==> config.mk <==
export PLATFORM = sky130hd
export DESIGN_NAME = oscdz_top
export DESIGN_NICKNAME = d
export VERILOG_FILES = /design/src/logic/oscdz_pkg.sv /design/src/logic/oscdz_sync.sv /design/src/logic/oscdz_doze.sv /design/src/logic/oscdz_top.sv
export SDC_FILE = /design/constraint.sdc
export NUM_CORES = 1
export LEC_CHECK = 0
export BUFFER_PORTS_ARGS = -buffer_cell sky130_fd_sc_hd__clkbuf_2
export CAP_MARGIN = 20
export CELL_PAD_IN_SITES_DETAIL_PLACEMENT = 1
export CELL_PAD_IN_SITES_GLOBAL_PLACEMENT = 2
export CORE_MARGIN = 5
export CORE_UTILIZATION = 36
export DETAILED_ROUTE_END_ITERATION = 10
export PLACE_DENSITY = 0.91
export SKIP_CTS_REPAIR_TIMING = 1
export SLEW_MARGIN = 20
export SYNTH_ARGS = -nofsm -noshare
export SYNTH_HDL_FRONTEND = slang
export SYNTH_SLANG_ARGS = --single-unit
==> constraint.sdc <==
create_clock -name clk_sys_in -period 2.75 [get_ports clk_sys_in]
set_input_delay 0.4125 -clock clk_sys_in [delete_from_list [all_inputs] [get_ports clk_sys_in]]
set_output_delay 0.4125 -clock clk_sys_in [all_outputs]
set_load 0.005 [all_outputs]
==> src/logic/oscdz_pkg.sv <==
// Package with the register map, field layout, codes and helpers of the clock control block.
`default_nettype none
package oscdz_pkg;
  // Register offsets on the software port.
  localparam logic [3:0] OFS_OSC  = 4'h0;
  localparam logic [3:0] OFS_DIV  = 4'h1;
  localparam logic [3:0] OFS_UNLK = 4'h2;
  localparam logic [3:0] OFS_STAT = 4'h3;
  localparam logic [3:0] OFS_IEN  = 4'h4;
  localparam logic [3:0] OFS_ICLR = 4'h5;
  // Oscillator control field positions.
  localparam int OSC_SWREQ = 0;
  localparam int OSC_CF    = 3;
  localparam int OSC_NEW   = 8;
  localparam int OSC_CUR   = 12;
  // Clock divisor field positions.
  localparam int DIV_ROI   = 15;
  localparam int DIV_DOZE  = 12;
  localparam int DIV_REDUCTION_ENABLE = 11;
  localparam int DIV_FRC   = 8;
  localparam int DIV_POST  = 6;
  localparam int DIV_PRE   = 0;
  // Values after reset.
  localparam logic [15:0] DIV_RST = 16'h3040;
  localparam logic [2:0]  SRC_RST = 3'h0;
  // Unlock keys; the values are arbitrary.
  localparam logic [15:0] UNLK_KEY1 = 16'h00c3;
  localparam logic [15:0] UNLK_KEY2 = 16'h003c;
  // Interrupt status bits.
  localparam int IRQ_CF = 0;
  localparam int IRQ_SW = 1;
  localparam int IRQ_W  = 2;
  // Oscillator source codes.
  typedef enum logic [2:0] {
    SRC_FRC     = 3'h0,
    SRC_FRC_PLL = 3'h1,
    SRC_PRI     = 3'h2,
    SRC_PRI_PLL = 3'h3,
    SRC_RSVD    = 3'h4,
    SRC_LOW_POWER_RC    = 3'h5,
    SRC_FRC16   = 3'h6,
    SRC_FRC_DIV = 3'h7
  } oscdz_src_t;
  // Unlock sequencer states.
  typedef enum logic [2:0] {
    LK_LOCKED = 3'h1,
    LK_KEY1   = 3'h2,
    LK_OPEN   = 3'h4
  } oscdz_lock_t;
  // Clock switch states.
  typedef enum logic [1:0] {
    SW_IDLE = 2'h1,
    SW_WAIT = 2'h2
  } oscdz_sw_t;
  // Divide ratio of a three-bit code; the RC postscaler jumps to 256 at its top code.
  function automatic logic [8:0] oscdz_ratio(input logic [2:0] code, input logic rc);
    oscdz_ratio = (rc && code == 3'h7) ? 9'h100 : 9'(9'h001 << code);
  endfunction : oscdz_ratio
endpackage : oscdz_pkg
`default_nettype wire

==> src/logic/oscdz_sync.sv <==
// Three-stage input synchroniser that passes a change once stages two and three agree.
`timescale 1ns/1ps
`default_nettype none
module oscdz_sync #(
  parameter int W = 2
) (
  // Clock and reset.
  input  wire logic         clk_sys_in,
  input  wire logic         rst_n_in,
  input  wire logic         ce_in,
  // Asynchronous inputs and their filtered copy.
  input  wire logic [W-1:0] async_in,
  output var  logic [W-1:0] sync_out
);
  typedef struct packed {
    logic [W-1:0] s1;
    logic [W-1:0] s2;
    logic [W-1:0] s3;
    logic [W-1:0] q;
  } oscdz_sync_st_t;
  oscdz_sync_st_t st_r;
  oscdz_sync_st_t st_nxt;
  always_comb begin
    st_nxt    = st_r;
    st_nxt.s1 = async_in;
    st_nxt.s2 = st_r.s1;
    st_nxt.s3 = st_r.s2;
    for (int i = 0; i < W; i++) begin
      if (st_r.s2[i] == st_r.s3[i]) begin
        st_nxt.q[i] = st_r.s3[i];
      end
    end
  end
  always_ff @(posedge clk_sys_in or negedge rst_n_in) begin
    if (!rst_n_in) begin
      st_r <= '0;
    end else if (ce_in) begin
      st_r <= st_nxt;
    end
  end
  assign sync_out = st_r.q;
endmodule : oscdz_sync
`default_nettype wire

==> src/logic/oscdz_doze.sv <==
// Processor clock reduction: emits one clock-enable tick every selected number of cycles.
`timescale 1ns/1ps
`default_nettype none
module oscdz_doze #(
  parameter int CW = 7
) (
  // Clock and reset.
  input  wire logic       clk_sys_in,
  input  wire logic       rst_n_in,
  input  wire logic       ce_in,
  // Reduction control.
  input  wire logic       en_in,
  input  wire logic [2:0] code_in,
  // Processor clock enable.
  output var  logic       tick_out
);
  typedef struct packed {
    logic [CW-1:0] cnt;
    logic          tick;
  } oscdz_doze_st_t;
  oscdz_doze_st_t st_r;
  oscdz_doze_st_t st_nxt;
  logic [8:0]     ratio;
  logic [CW-1:0]  limit;
  always_comb begin
    ratio  = oscdz_pkg::oscdz_ratio(code_in, 1'b0);
    limit  = CW'(ratio - 9'h001);
    st_nxt = st_r;
    if (!en_in || st_r.cnt >= limit) begin
      st_nxt.cnt  = '0;
      st_nxt.tick = 1'b1;
    end else begin
      st_nxt.cnt  = st_r.cnt + 1'b1;
      st_nxt.tick = 1'b0;
    end
  end
  always_ff @(posedge clk_sys_in or negedge rst_n_in) begin
    if (!rst_n_in) begin
      st_r <= '0;
    end else if (ce_in) begin
      st_r <= st_nxt;
    end
  end
  assign tick_out = st_r.tick;
endmodule : oscdz_doze
`default_nettype wire

==> src/logic/oscdz_top.sv <==
// Oscillator switch, clock-fail flag and processor clock reduction control with its registers.
//
// The address map and strobed register access are this design's own decisions.
`timescale 1ns/1ps
`default_nettype none
module oscdz_top #(
  parameter int DOZE_CW = 7
) (
  // Clock, reset and clock enable.
  input  wire logic        clk_sys_in,
  input  wire logic        rst_n_in,
  input  wire logic        ce_in,
  // Register port.
  input  wire logic [3:0]  addr_in,
  input  wire logic [15:0] wr_data_in,
  input  wire logic        wr_en_in,
  input  wire logic        rd_en_in,
  output var  logic [15:0] rd_data_out,
  // Clock-fail monitor and oscillator mux handshake.
  input  wire logic        clock_fail_in,
  input  wire logic        osc_ready_in,
  output var  logic [2:0]  osc_target_out,
  output var  logic        osc_switching_out,
  output var  logic [2:0]  current_source_out,
  // Interrupt side.
  input  wire logic        irq_event_in,
  output var  logic        trap_out,
  output var  logic        irq_out,
  // Clock settings towards the clock tree.
  output var  logic        cpu_clk_en_out,
  output var  logic [8:0]  rc_div_ratio_out,
  output var  logic [1:0]  pll_output_divider_out,
  output var  logic [4:0]  pll_input_divider_out
);
  typedef struct packed {
    logic [2:0]                new_source_select;
    logic [2:0]                current_source;
    logic                      switch_request;
    logic                      clock_fail_flag;
    oscdz_pkg::oscdz_lock_t    lock;
    oscdz_pkg::oscdz_sw_t      sw;
    logic [2:0]                target;
    logic                      recover_on_interrupt;
    logic [2:0]                cpu_clock_reduction;
    logic                      reduction_enable;
    logic [2:0]                rc_postscaler;
    logic [1:0]                pll_output_divider;
    logic [4:0]                pll_input_divider;
    logic [oscdz_pkg::IRQ_W-1:0] stat;
    logic [oscdz_pkg::IRQ_W-1:0] ien;
    logic [15:0]               rd;
    logic                      trap;
    logic                      irq;
    logic [8:0]                rc_ratio;
  } oscdz_st_t;

  oscdz_st_t   st_r;
  oscdz_st_t   st_nxt;
  logic [1:0]  pins_s;
  logic        fail_s;
  logic        ready_s;
  logic        wr_osc;
  logic        wr_div;
  logic        osc_open;
  logic [oscdz_pkg::IRQ_W-1:0] ev;
  logic [15:0] osc_word;
  logic [15:0] div_word;
  logic [2:0]  wr_doze;

  oscdz_sync #(
    .W (2)
  ) u_sync (
    .clk_sys_in (clk_sys_in),
    .rst_n_in   (rst_n_in),
    .ce_in      (ce_in),
    .async_in   ({osc_ready_in, clock_fail_in}),
    .sync_out   (pins_s)
  );

  oscdz_doze #(
    .CW (DOZE_CW)
  ) u_doze (
    .clk_sys_in (clk_sys_in),
    .rst_n_in   (rst_n_in),
    .ce_in      (ce_in),
    .en_in      (st_r.reduction_enable),
    .code_in    (st_r.cpu_clock_reduction),
    .tick_out   (cpu_clk_en_out)
  );

  assign fail_s  = pins_s[0];
  assign ready_s = pins_s[1];

  // Unmapped bits are built as constant zero so reads of them can never leak state.
  assign osc_word = {1'b0, st_r.current_source, 1'b0, st_r.new_source_select,
                     4'h0, st_r.clock_fail_flag, 2'h0, st_r.switch_request};
  assign div_word = {st_r.recover_on_interrupt, st_r.cpu_clock_reduction,
                     st_r.reduction_enable, st_r.rc_postscaler,
                     st_r.pll_output_divider, 1'b0, st_r.pll_input_divider};

  always_comb begin
    wr_osc   = wr_en_in && addr_in == oscdz_pkg::OFS_OSC;
    wr_div   = wr_en_in && addr_in == oscdz_pkg::OFS_DIV;
    osc_open = st_r.lock == oscdz_pkg::LK_OPEN;
    wr_doze  = wr_data_in[oscdz_pkg::DIV_DOZE +: 3];
    ev       = '0;
    st_nxt   = st_r;
    st_nxt.trap = 1'b0;

    // Unlock sequencer: the open state is spent by any following write.
    case (st_r.lock)
      oscdz_pkg::LK_LOCKED: begin
        if (wr_en_in && addr_in == oscdz_pkg::OFS_UNLK &&
            wr_data_in == oscdz_pkg::UNLK_KEY1) begin
          st_nxt.lock = oscdz_pkg::LK_KEY1;
        end
      end
      oscdz_pkg::LK_KEY1: begin
        if (wr_en_in) begin
          if (addr_in == oscdz_pkg::OFS_UNLK && wr_data_in == oscdz_pkg::UNLK_KEY2) begin
            st_nxt.lock = oscdz_pkg::LK_OPEN;
          end else begin
            st_nxt.lock = oscdz_pkg::LK_LOCKED;
          end
        end
      end
      oscdz_pkg::LK_OPEN: begin
        if (wr_en_in) begin
          st_nxt.lock = oscdz_pkg::LK_LOCKED;
        end
      end
      default: begin
        st_nxt.lock = oscdz_pkg::LK_LOCKED;
      end
    endcase

    // Oscillator control write, honoured only while unlocked.
    if (wr_osc && osc_open) begin
      st_nxt.new_source_select = wr_data_in[oscdz_pkg::OSC_NEW +: 3];
      st_nxt.clock_fail_flag   = wr_data_in[oscdz_pkg::OSC_CF];
      if (wr_data_in[oscdz_pkg::OSC_SWREQ]) begin
        st_nxt.switch_request = 1'b1;
      end
    end
    // The monitor wins over a software clear in the same cycle.
    if (fail_s) begin
      st_nxt.clock_fail_flag = 1'b1;
    end
    if (st_nxt.clock_fail_flag && !st_r.clock_fail_flag) begin
      st_nxt.trap = 1'b1;
      ev[oscdz_pkg::IRQ_CF] = 1'b1;
    end

    // Clock switch sequencer.
    case (st_r.sw)
      oscdz_pkg::SW_IDLE: begin
        if (st_r.switch_request) begin
          if (st_r.new_source_select == oscdz_pkg::SRC_RSVD) begin
            // A reserved code cannot be built, so the request ends with no change.
            st_nxt.switch_request = 1'b0;
            ev[oscdz_pkg::IRQ_SW] = 1'b1;
          end else begin
            st_nxt.target = st_r.new_source_select;
            st_nxt.sw     = oscdz_pkg::SW_WAIT;
          end
        end
      end
      oscdz_pkg::SW_WAIT: begin
        if (ready_s) begin
          st_nxt.current_source = st_r.target;
          st_nxt.switch_request = 1'b0;
          st_nxt.sw             = oscdz_pkg::SW_IDLE;
          ev[oscdz_pkg::IRQ_SW] = 1'b1;
        end
      end
      default: begin
        st_nxt.sw = oscdz_pkg::SW_IDLE;
      end
    endcase

    // Clock divisor write; the divisor needs no unlock.
    if (wr_div) begin
      st_nxt.recover_on_interrupt = wr_data_in[oscdz_pkg::DIV_ROI];
      st_nxt.cpu_clock_reduction  = wr_doze;
      st_nxt.reduction_enable     = wr_data_in[oscdz_pkg::DIV_REDUCTION_ENABLE] &&
                                    wr_doze != 3'h0;
      st_nxt.rc_postscaler        = wr_data_in[oscdz_pkg::DIV_FRC +: 3];
      st_nxt.pll_output_divider   = wr_data_in[oscdz_pkg::DIV_POST +: 2];
      st_nxt.pll_input_divider    = wr_data_in[oscdz_pkg::DIV_PRE +: 5];
    end
    // An interrupt overrides a software set in the same cycle.
    if (irq_event_in && st_r.recover_on_interrupt) begin
      st_nxt.reduction_enable = 1'b0;
    end
    st_nxt.rc_ratio = oscdz_pkg::oscdz_ratio(st_nxt.rc_postscaler, 1'b1);

    // Interrupt status: set beats clear.
    if (wr_en_in && addr_in == oscdz_pkg::OFS_ICLR) begin
      st_nxt.stat = st_r.stat & ~wr_data_in[oscdz_pkg::IRQ_W-1:0];
    end
    if (wr_en_in && addr_in == oscdz_pkg::OFS_IEN) begin
      st_nxt.ien = wr_data_in[oscdz_pkg::IRQ_W-1:0];
    end
    st_nxt.stat = st_nxt.stat | ev;
    st_nxt.irq  = |(st_nxt.stat & st_nxt.ien);

    // Read port: data stand for one cycle only.
    st_nxt.rd = 16'h0000;
    if (rd_en_in) begin
      if (addr_in == oscdz_pkg::OFS_OSC) begin
        st_nxt.rd = osc_word;
      end else if (addr_in == oscdz_pkg::OFS_DIV) begin
        st_nxt.rd = div_word;
      end else if (addr_in == oscdz_pkg::OFS_STAT) begin
        st_nxt.rd = 16'(st_r.stat);
      end else if (addr_in == oscdz_pkg::OFS_IEN) begin
        st_nxt.rd = 16'(st_r.ien);
      end else begin
        st_nxt.rd = 16'h0000;
      end
    end
  end

  always_ff @(posedge clk_sys_in or negedge rst_n_in) begin
    if (!rst_n_in) begin
      st_r                      <= '0;
      st_r.new_source_select    <= oscdz_pkg::SRC_RST;
      st_r.current_source       <= oscdz_pkg::SRC_RST;
      st_r.lock                 <= oscdz_pkg::LK_LOCKED;
      st_r.sw                   <= oscdz_pkg::SW_IDLE;
      st_r.recover_on_interrupt <= oscdz_pkg::DIV_RST[oscdz_pkg::DIV_ROI];
      st_r.cpu_clock_reduction  <= oscdz_pkg::DIV_RST[oscdz_pkg::DIV_DOZE +: 3];
      st_r.reduction_enable     <= oscdz_pkg::DIV_RST[oscdz_pkg::DIV_REDUCTION_ENABLE];
      st_r.rc_postscaler        <= oscdz_pkg::DIV_RST[oscdz_pkg::DIV_FRC +: 3];
      st_r.pll_output_divider   <= oscdz_pkg::DIV_RST[oscdz_pkg::DIV_POST +: 2];
      st_r.pll_input_divider    <= oscdz_pkg::DIV_RST[oscdz_pkg::DIV_PRE +: 5];
      st_r.rc_ratio             <= 9'h001;
    end else if (ce_in) begin
      st_r <= st_nxt;
    end
  end

  assign rd_data_out            = st_r.rd;
  assign osc_target_out         = st_r.target;
  // The wait state is one-hot, so its own bit drives the output straight from the flop.
  assign osc_switching_out      = st_r.sw[1];
  assign current_source_out     = st_r.current_source;
  assign trap_out               = st_r.trap;
  assign irq_out                = st_r.irq;
  assign rc_div_ratio_out       = st_r.rc_ratio;
  assign pll_output_divider_out = st_r.pll_output_divider;
  assign pll_input_divider_out  = st_r.pll_input_divider;

  property p_fail_sets;
    @(posedge clk_sys_in) disable iff (!rst_n_in)
      ce_in && fail_s |=> st_r.clock_fail_flag;
  endproperty
  a_fail_sets: assert property (p_fail_sets)
    else $error("clock fail flag not set by monitor");

  property p_sw_cf;
    @(posedge clk_sys_in) disable iff (!rst_n_in)
      ce_in && wr_osc && osc_open && wr_data_in[3] && !st_r.clock_fail_flag
      |=> st_r.clock_fail_flag && trap_out;
  endproperty
  a_sw_cf: assert property (p_sw_cf)
    else $error("software set of clock fail flag did not trap");

  property p_trap_edge;
    @(posedge clk_sys_in) disable iff (!rst_n_in)
      trap_out |-> st_r.clock_fail_flag && !$past(st_r.clock_fail_flag);
  endproperty
  a_trap_edge: assert property (p_trap_edge)
    else $error("trap without a rising clock fail flag");

  property p_switch_done;
    @(posedge clk_sys_in) disable iff (!rst_n_in)
      ce_in && osc_switching_out && ready_s |=>
        !st_r.switch_request && st_r.current_source == $past(st_r.target);
  endproperty
  a_switch_done: assert property (p_switch_done)
    else $error("switch did not complete on ready");

  property p_locked;
    @(posedge clk_sys_in) disable iff (!rst_n_in)
      ce_in && wr_osc && !osc_open |=> $stable(st_r.new_source_select);
  endproperty
  a_locked: assert property (p_locked)
    else $error("oscillator control written while locked");

  property p_roi;
    @(posedge clk_sys_in) disable iff (!rst_n_in)
      ce_in && irq_event_in && st_r.recover_on_interrupt |=> !st_r.reduction_enable;
  endproperty
  a_roi: assert property (p_roi)
    else $error("interrupt did not clear reduction enable");

  property p_no_roi;
    @(posedge clk_sys_in) disable iff (!rst_n_in)
      ce_in && irq_event_in && !st_r.recover_on_interrupt && !wr_div
      |=> $stable(st_r.reduction_enable);
  endproperty
  a_no_roi: assert property (p_no_roi)
    else $error("interrupt changed reduction enable");

  property p_doze_zero;
    @(posedge clk_sys_in) disable iff (!rst_n_in)
      st_r.cpu_clock_reduction == 3'h0 |-> !st_r.reduction_enable;
  endproperty
  a_doze_zero: assert property (p_doze_zero)
    else $error("reduction enabled with code zero");

  property p_unimpl;
    @(posedge clk_sys_in) disable iff (!rst_n_in)
      ce_in && rd_en_in && addr_in == oscdz_pkg::OFS_OSC |=> rd_data_out[4:1] == 4'h0 ||
        rd_data_out[4:1] == 4'h4;
  endproperty
  a_unimpl: assert property (p_unimpl)
    else $error("unimplemented oscillator bits read nonzero");

  property p_rc_top;
    @(posedge clk_sys_in) disable iff (!rst_n_in)
      ce_in && st_nxt.rc_postscaler == 3'h7 |=> rc_div_ratio_out == 9'h100;
  endproperty
  a_rc_top: assert property (p_rc_top)
    else $error("rc postscaler top code not 256");

  property p_no_rsvd;
    @(posedge clk_sys_in) disable iff (!rst_n_in)
      current_source_out != oscdz_pkg::SRC_RSVD;
  endproperty
  a_no_rsvd: assert property (p_no_rsvd)
    else $error("current source holds reserved code");
endmodule : oscdz_top
`default_nettype wire

==> results of run 1 <==
-- routing by layer --
layer | share of wire (%) | routed length [um]
met5 | 0 | 0
met4 | 1.3 | 127
met3 | 5.1 | 503
met2 | 51 | 4980
met1 | 43 | 4210
-- sequential cells by signal, summed over array words and instances, names as in the netlist, 2 cells and up --
name	cells
current_source_out	3
osc_target_out	3
pll_output_divider_out	2
u_doze.st_r	7
div_word	8
rc_div_ratio_out	8
u_sync.st_r	2
rd_data_out	15
u_sync.st_nxt	4
st_r	8
osc_word	5
pll_input_divider_out	5
u_sync.sync_out	2
-- placed cells by master (no fill, tap or decap), drive strengths merged, types with 7 or more instances in the layout --
cell     netlist  final
a21oi          9      9
nor2b          9      9
dfrtp         70     70
nor2          21     21
clkbuf         7     77
a22oi          7      7
a31o           8      8
ha            10     10
mux2          31     31
a22o           7      7
o2bb2ai       10     10
o21ai         18     18
inv           14     14
nand2         26     26
-- synthesized netlist by cell type, drive strengths merged, types with 4 or more instances --
cell type  number  area share [%]
nor2b           9             1.4
ha             10             3.1
a22oi           7             1.3
o2bb2ai        10             2.2
a22o            7             1.5
a21oi           9             1.1
clkbuf          7            0.65
dfrtp          70              43
inv            14             1.3
dfstp           6             3.9
a31o            8             1.7
nor4            5            0.92
nand4           4            0.62
or3             4            0.62
nand3           6             1.0
nand2b          4            0.62
nor2           21             1.9
nor3            4            0.49
mux2           31             9.5
o21ai          18             2.2
buf            45             8.4
nand2          26             2.6
-- kinds of logic after synthesis --
family                     after synthesis  synth area share (%)
xor gates and xnor gates                 5                  1.08
muxes                                   34                  10.6
other                                    1                0.0924
DFF                                     76                  47.1
AOI/OAI and AO/OA                       80                  14.2
buffers and inverters                   66                  10.4
adders and majority gates               10                  3.08
and+or+nand+nor                         98                  13.5
-- area by class of cell --
class / count / area [um2]
Timing Repair Buffer: 71 / 368
Tap cell: 140 / 175
Sequential cell: 76 / 1910
Fill cell: 1213 / 6380
Inverter: 14 / 52.6
Clock inverter: 5 / 75.1
Multi-Input combinational cell: 229 / 1730
Clock buffer: 11 / 243
-- worst max-delay path, cell delays in order, from the launching register on --
cell and delay, ps:
dfrtp_1 470, or3_1 410, ha_1 270, nand2b_1 140, a211o_1 300, a2111o_1 470
and2_1 230, a21o_1 160
-- per-stage QoR --
step	power, mW	cell area (um2)
final	3.08	4550
after global routing	3.26	4550
after CTS	3.13	4550
after detailed placement	1.83	4240
after global placement	1.80	4240
after floorplan	1.69	4060
-- report_power, final --
| group | switching, mW | internal (mW) | total, mW |
|---|---|---|---|
| Clock | 0.459 | 0.815 | 1.27 |
| Sequential | 0.112 | 1.24 | 1.36 |
| Combinational | 0.228 | 0.224 | 0.452 |
| Total | 0.799 | 2.28 | 3.08 |
-- final timing paths --
check                               startpoint                  end
worst min-delay path                  rst_n_in             st_r[30]
max in group asynchronous             rst_n_in  rc_div_ratio_out[1]
worst min register to register  rd_data_out[3]       rd_data_out[3]
worst max register to register    div_word[14]      u_doze.tick_out
min in group clk_sys_in           osc_ready_in     u_sync.st_nxt[5]
worst max-delay path              div_word[14]      u_doze.tick_out
==> impl_metrics.json, run 1 <==
{
  "grt_max_degree": 77,
  "cts_tree": "yes",
  "place_congestion": 0.806,
  "clockRootBuffer": "clkbuf_16",
  "critPathCaptureType": "flop",
  "critPathMaxFanout": 9,
  "numCtsBuffers": 9,
  "fin_hold_ws_ps": 217,
  "reg2reg_depth": 7,
  "wl_um": 9820,
  "wl_per_cell_um": 18.0,
  "fin_tns_setup_ps": 0,
  "path_clk_slew_ps": 60,
  "seq_area_frac_synth_pct": 47.1,
  "grtUsageTotal_pct": 15.6,
  "crit_type": "flop to flop",
  "start_kind": "flop",
  "max_freq_mhz": 387,
  "busiest_layer": "met2",
  "outcome": "finished clean",
  "ctsHtreeMaxLevel": 3,
  "layout-drive-gt1-share_pct": 32.8,
  "powerDensity_nw_per_um2": 677,
  "num_io_pins": 70,
  "dp_hpwl_um": 7250,
  "hold_class": "input port to asynchronous set/reset pin",
  "gr-total-overflow": 0,
  "pre_cts_ws_ps": 177,
  "crit_required_ps": 2970,
  "cap_viol_max_count": 0,
  "min_period_ps": 2580,
  "synth_edf_count": 0,
  "grt_pass1_wl_um": 16300,
  "fin_ws_ps": 168,
  "use_met1_pct": 18.8,
  "p_leak_nw": 2.15,
  "syn_area_um2": 4060,
  "diodes": 0,
  "dp.cells": 530,
  "slew_headroom_pct": 36.0,
  "grtUsageMet3_pct": 4.56,
  "finalCritPeriodShare_pct": 93.9,
  "viasPerCell": 5.22,
  "grt_antenna_before_repair": 0,
  "dr.pass1.iters": 4,
  "drv_slew": 0,
  "io_buffers": 67,
  "grt_pass1_vias": 3172,
  "rrSetupSlack_ps": 170,
  "drt_iter0_drc": 102,
  "stdcell_count": 546,
  "ys.flop_type": "dfrtp_1",
  "met2_usage_pct": 26.8,
  "yosys_register_bits": 76,
  "yosys_warnings": 0,
  "core.rowCount": 38,
  "clkLatencyLatePin_ps": 340,
  "start_util_pct": 37.1,
  "nets": 439,
  "vias": 2851,
  "worst_pin_slew_ps": 960,
  "setup_viol": 0,
  "drc_errors": 0,
  "syn_inst": 370,
  "avgSynthCellArea_um2": 11.0,
  "worst_clock_skew_ps": 6.09,
  "die_area_um2": 13500,
  "die_w_um": 116,
  "finalHoldViolations": 0,
  "ir_drop_mv": 0.328,
  "antenna_left": 0,
  "crit_arrival_ps": 2810,
  "fp.dieH_um": 116,
  "core_um2": 10900,
  "cts.sink_count": 76,
  "grt_setup_unrepaired": "false",
  "syn2layout_area_growth_pct": 12.2,
  "synth_cell_types": 57,
  "async_reset_ff_share_pct": 100,
  "clockBufferDepth": 2,
  "postLayoutCoreUtil_pct": 41.6
}
Note: power is estimated with default switching activity, not from simulation.
==> run 2: changes to the inputs <==
--- a/config.mk
+++ b/config.mk
@@ -5,12 +5,13 @@
 export SDC_FILE = /design/constraint.sdc
 export NUM_CORES = 1
 export LEC_CHECK = 0
+export ABC_AREA = 1
 export BUFFER_PORTS_ARGS = -buffer_cell sky130_fd_sc_hd__clkbuf_2
 export CAP_MARGIN = 20
 export CELL_PAD_IN_SITES_DETAIL_PLACEMENT = 1
 export CELL_PAD_IN_SITES_GLOBAL_PLACEMENT = 2
 export CORE_MARGIN = 5
-export CORE_UTILIZATION = 36
+export CORE_UTILIZATION = 33
 export DETAILED_ROUTE_END_ITERATION = 10
 export PLACE_DENSITY = 0.91
 export SKIP_CTS_REPAIR_TIMING = 1
==> impl_metrics.json, run 2 <==
{
  "diodes": 0,
  "yosys_register_bits": 76,
  "crit_type": "flop to flop",
  "drc_errors": 0,
  "path_cells": "nand3_1 > ha_1 > a211oi_1 > o21a_1 > nand2_1 > o21ai_0",
  "p_leak_nw": 2.31,
  "ctsHtreeMaxLevel": 3,
  "synth_most_common_cell": "nand2_1",
  "violations": "hold timing",
  "synth_edf_count": 0,
  "max_freq_mhz": 521,
  "synthTopCellsByCount": "106 x nand2_1, 70 x dfrtp_1, 60 x o21ai_0, 47 x inv_1, 38 x buf_4",
  "setup_viol": 0,
  "crit_family": "compound AO/OA/AOI/OAI gates",
  "viasPerCell": 4.94,
  "worst_pin_slew_ps": 528,
  "fin_tns_setup_ps": 0,
  "clockBufferDepth": 2,
  "critPathMaxFanout": 8,
  "drt_iter0_drc": 148,
  "synth_top_area_cell": "dfrtp_1",
  "place_congestion": 0.809,
  "slew_headroom_pct": 64.8,
  "core_um2": 11900,
  "die_w_um": 120,
  "layout-drive-gt1-share_pct": 21.1,
  "wl_per_cell_um": 16.4,
  "timing.rr.start": "div_word[13]",
  "synthTopCellsByArea": "dfrtp_1 44%, nand2_1 10%, o21ai_0 7.5%",
  "crit_slowest_cell": "dfstp_2",
  "cp_slowest_stage_delay_ps": 580,
  "ys.flop_type": "dfrtp_1",
  "start_kind": "flop",
  "yosys_warnings": 0,
  "powerDensity_nw_per_um2": 760,
  "grt_max_degree": 77,
  "drv_slew": 0,
  "finalHoldViolations": 3,
  "nets": 535,
  "dp_hpwl_um": 7870,
  "vias": 3209,
  "power_mw": 3.45,
  "grtUsageTotal_pct": 15.7,
  "outcome": "finished with violations",
  "dr.pass1.iters": 4,
  "die_area_um2": 14400,
  "syn_area_um2": 3990,
  "synth.top_cell.area_share_pct": 43.9,
  "numCtsBuffers": 9,
  "worst-path-buf-inv": 0,
  "finalCritPeriodShare_pct": 69.8,
  "layout_common_cells": "106 x nand2_1, 70 x dfrtp_1, 66 x clkbuf_2",
  "wl_um": 10600,
  "grt_pass1_vias": 3465,
  "largest_register_ffs": 15,
  "grt_setup_unrepaired": "false",
  "async_reset_ff_share_pct": 100,
  "ir_drop_mv": 0.282,
  "seq_area_frac_synth_pct": 47.9,
  "antenna_left": 0,
  "grt_pass1_wl_um": 17900,
  "wl_met3_um": 423,
  "clkLatencyLatePin_ps": 340,
  "dp.cells": 632,
  "met2_length_um": 5170,
  "path_clk_slew_ps": 60,
  "start_util_pct": 33.5,
  "crit_required_ps": 3000,
  "syn_inst": 464,
  "top_layer_used": "met4",
  "cap_viol_max_count": 0,
  "stdcell_count": 649,
  "grt_antenna_before_repair": 0,
  "critPathCaptureType": "flop",
  "gr-total-overflow": 0,
  "io_buffers": 67,
  "wl_met1_um": 4890,
  "mostFrequentLayoutCell": "nand2_1",
  "crit_arrival_ps": 2170,
  "crit_start": "div_word[13]",
  "worst_clock_skew_ps": 5.12,
  "syn2layout_area_growth_pct": 13.9,
  "hold_class": "input port to asynchronous set/reset pin",
  "fill_cells": 1441,
  "core.rowCount": 40,
  "synth_cell_types": 39,
  "cts_tree": "yes",
  "min_period_ps": 1920,
  "fp.dieH_um": 120,
  "cts.sink_count": 76,
  "clockRootBuffer": "clkbuf_16",
  "num_io_pins": 70,
  "avgSynthCellArea_um2": 8.59,
  "postLayoutCoreUtil_pct": 38.1,
  "fin_hold_ws_ps": -2.55
}
==> run 2: per-layer routing <==
layer  GRT usage (%)  vias to the layer above
li1                -                     1553
met1            20.4                     1584
met2            25.3                       61
met3            4.10                       11
met4            5.23                        0
met5               0                        -
==> run 2: layout make-up <==
type	count	area (um2)	share of cell area, %
Clock inverter	4	72.6	1.60
Clock buffer	12	246	5.43
Tap cell	147	184	4.05
Sequential cell	76	1910	42.1
Multi-Input combinational cell	291	1560	34.4
Inverter	48	180	3.97
Timing Repair Buffer	71	388	8.54
==> run 2: worst paths after layout <==
check / cells past startpoint / endpoint / slack [ps]
setup / recovery: 6 / u_doze.st_r[1] / 830
hold / removal: 1 / u_doze.st_r[5] / -3
setup reg to reg: 6 / u_doze.st_r[1] / 830
hold reg to reg: 2 / st_r[51] / 480
max in group asynchronous: 2 / st_r[49] / 2110
min in group clk_sys_in: 3 / u_sync.st_nxt[4] / 300
==> run 2: cells by family after synthesis <==
group	share of synthesized area (%)
AO/OA/AOI/OAI	14.7
XOR/XNOR	0.879
adder cells (fa/ha/maj)	3.14
buffers and inverters	13.1
flip-flops	47.9
multiplexers	2.07
other	0.0940
AND/OR/NAND/NOR	18.2
==> run 2: stage by stage <==
step | area [um2] | hold slack, ps | setup slack (ps)
after floorplan | 3990 | 117 | 1120
after global placement | 4190 | 459 | 939
after detailed placement | 4190 | 474 | 850
after CTS | 4510 | 276 | 831
after global routing | 4540 | 26.1 | 691
final | 4540 | -2.55 | 830
==> run 2: report_power, final <==
part	switching (mW)	internal (mW)	leakage [nW]	total, mW
registers	0.152	1.32	0.968	1.47
clock network	0.463	0.819	0.153	1.28
logic	0.414	0.285	1.19	0.699
total	1.03	2.42	2.31	3.45
==> run 3: changes to the inputs <==
--- a/config.mk
+++ b/config.mk
@@ -11,9 +11,9 @@
 export CELL_PAD_IN_SITES_DETAIL_PLACEMENT = 1
 export CELL_PAD_IN_SITES_GLOBAL_PLACEMENT = 2
 export CORE_MARGIN = 5
-export CORE_UTILIZATION = 33
+export CORE_UTILIZATION = 30
 export DETAILED_ROUTE_END_ITERATION = 10
-export PLACE_DENSITY = 0.91
+export PLACE_DENSITY = 0.87
 export SKIP_CTS_REPAIR_TIMING = 1
 export SLEW_MARGIN = 20
 export SYNTH_ARGS = -nofsm -noshare
==> constraint.sdc (replaced) <==
create_clock -name clk_sys_in -period 1.55 [get_ports clk_sys_in]
set_input_delay 0.2325 -clock clk_sys_in [delete_from_list [all_inputs] [get_ports clk_sys_in]]
set_output_delay 0.2325 -clock clk_sys_in [all_outputs]
set_load 0.005 [all_outputs]
==> impl_metrics.json, run 3 (synthesized netlist as in run 2, its figures left out) <==
{
  "path_common_cell": "nand2_1",
  "wl_met1_um": 5170,
  "gr-total-overflow": 0,
  "worst-path-buf-inv": 0,
  "violations": "setup timing",
  "ir_drop_mv": 0.532,
  "grt_pass1_vias": 3504,
  "core_um2": 13100,
  "min_period_ps": 1680,
  "grt_setup_unrepaired": "true",
  "die_area_um2": 15700,
  "critPathCaptureType": "flop",
  "fin_tns_setup_ps": -932,
  "layout-drive-gt1-share_pct": 27.3,
  "crit_family": "flip-flops",
  "antenna_left": 0,
  "clkLatencyLatePin_ps": 340,
  "outcome": "finished with violations",
  "nets": 560,
  "wl_met3_um": 452,
  "fp.dieH_um": 125,
  "crit_slowest_cell": "dfstp_2",
  "stdcell_count": 703,
  "core.rowCount": 42,
  "dp_hpwl_um": 8730,
  "dp.cells": 685,
  "drv_slew": 0,
  "clockBufferDepth": 2,
  "diodes": 0,
  "place_congestion": 0.801,
  "p_leak_nw": 2.42,
  "path_cells": "nor2_2 > nand2_1 > ha_4 > o21ai_2 > a21boi_1 > o21ai_1 > nand2_4 > nand2_2 > nand2_1",
  "cts.sink_count": 76,
  "ctsHtreeMaxLevel": 3,
  "layout_common_cells": "103 x nand2_1, 70 x dfrtp_1, 66 x clkbuf_2",
  "top_layer_used": "met4",
  "powerDensity_nw_per_um2": 1260,
  "multiInputGateArea_um2": 1620,
  "dr.pass1.iters": 4,
  "crit_arrival_ps": 1920,
  "start_kind": "flop",
  "grt_antenna_before_repair": 0,
  "placed_cell_area_um2": 4460,
  "critPathMaxFanout": 8,
  "fin_area_um2": 4800,
  "die_w_um": 125,
  "crit_type": "flop to flop",
  "syn2layout_area_growth_pct": 20.4,
  "grt_max_degree": 33,
  "largest_register_ffs": 15,
  "vias": 3276,
  "hold_class": "input port to flop",
  "fin_ws_ps": -133,
  "io_buffers": 67,
  "postLayoutCoreUtil_pct": 36.5,
  "clockRootBuffer": "clkbuf_16",
  "max_freq_mhz": 594,
  "viasPerCell": 4.66,
  "num_io_pins": 70,
  "finalHoldViolations": 0,
  "cap_viol_max_count": 0,
  "drt_iter0_drc": 130,
  "path_clk_slew_ps": 70,
  "numCtsBuffers": 9,
  "finalCritPeriodShare_pct": 109,
  "grtUsageTotal_pct": 14.8,
  "mostFrequentLayoutCell": "nand2_1",
  "wl_um": 11400,
  "start_util_pct": 30.4,
  "cp_slowest_stage_delay_ps": 590,
  "worst_clock_skew_ps": 5.24,
  "drc_errors": 0,
  "crit_required_ps": 1790,
  "grt_pass1_wl_um": 18700,
  "fill_cells": 1579,
  "setup_viol": 8,
  "met2_length_um": 5590,
  "wl_per_cell_um": 16.2,
  "seq_area_um2": 1910,
  "cts_tree": "yes"
}
## run 3: cell count changes in the layout (fill, tap and decap cells not counted), sizes merged
cell         previous run  this run
bufinv                  2         0
buf                     5        29
clkbuf                 78        75
clkinv                  1         2
inv                    48        52
dlygate4sd3             0         1
## run 3: metrics by stage
step / hold WS, ps / power [mW] / setup WS (ps)
floorplan: -63.1 / 3.53 / 4.47
global placement: 225 / 3.91 / -107
detailed placement: 236 / 4.01 / -170
CTS: -127 / 6.07 / -210
global route: 95.7 / 6.45 / -206
finish: 104 / 6.05 / -133
## run 3: layer usage
layer | up-vias | GRT usage (%)
li1 | 1610 | -
met1 | 1614 | 18.7
met2 | 44 | 24.7
met3 | 8 | 4.35
met4 | 0 | 4.27
met5 | - | 0
## run 3: path summary, 6_finish.rpt
| path | start | end | slack, ps | cells past startpoint |
|---|---|---|---|---|
| worst max-delay path | div_word[13] | u_doze.tick_out | -130 | 9 |
| worst min-delay path | osc_ready_in | u_sync.st_nxt[5] | 100 | 3 |
| worst max register to register | div_word[13] | u_doze.tick_out | -130 | 9 |
| worst min register to register | st_r[51] | st_r[51] | 480 | 2 |
| max in group asynchronous | rst_n_in | rc_div_ratio_out[0] | 550 | 3 |
| min in group asynchronous | rst_n_in | u_doze.st_r[3] | 390 | 2 |
## run 3: tightest hold or removal path, cell delays in order
cell and delay, ps:
clkbuf_2 80, nand2_1 40, o21ai_0 50
## run 3: area by class of cell
type | count | area share [%]
clock buffer | 9 | 4.69
sequential | 76 | 39.8
tap | 176 | 4.59
multi-input combinational | 291 | 33.8
timing repair buffer | 96 | 12.1
clock inverter | 7 | 1.22
inverter | 48 | 3.75
## run 3: report_power, final
part	internal [mW]	total [mW]	leakage (nW)	switching (mW)
Clock	1.11	2.03	0.139	0.918
Sequential	2.34	2.61	0.968	0.264
Combinational	0.607	1.42	1.32	0.809
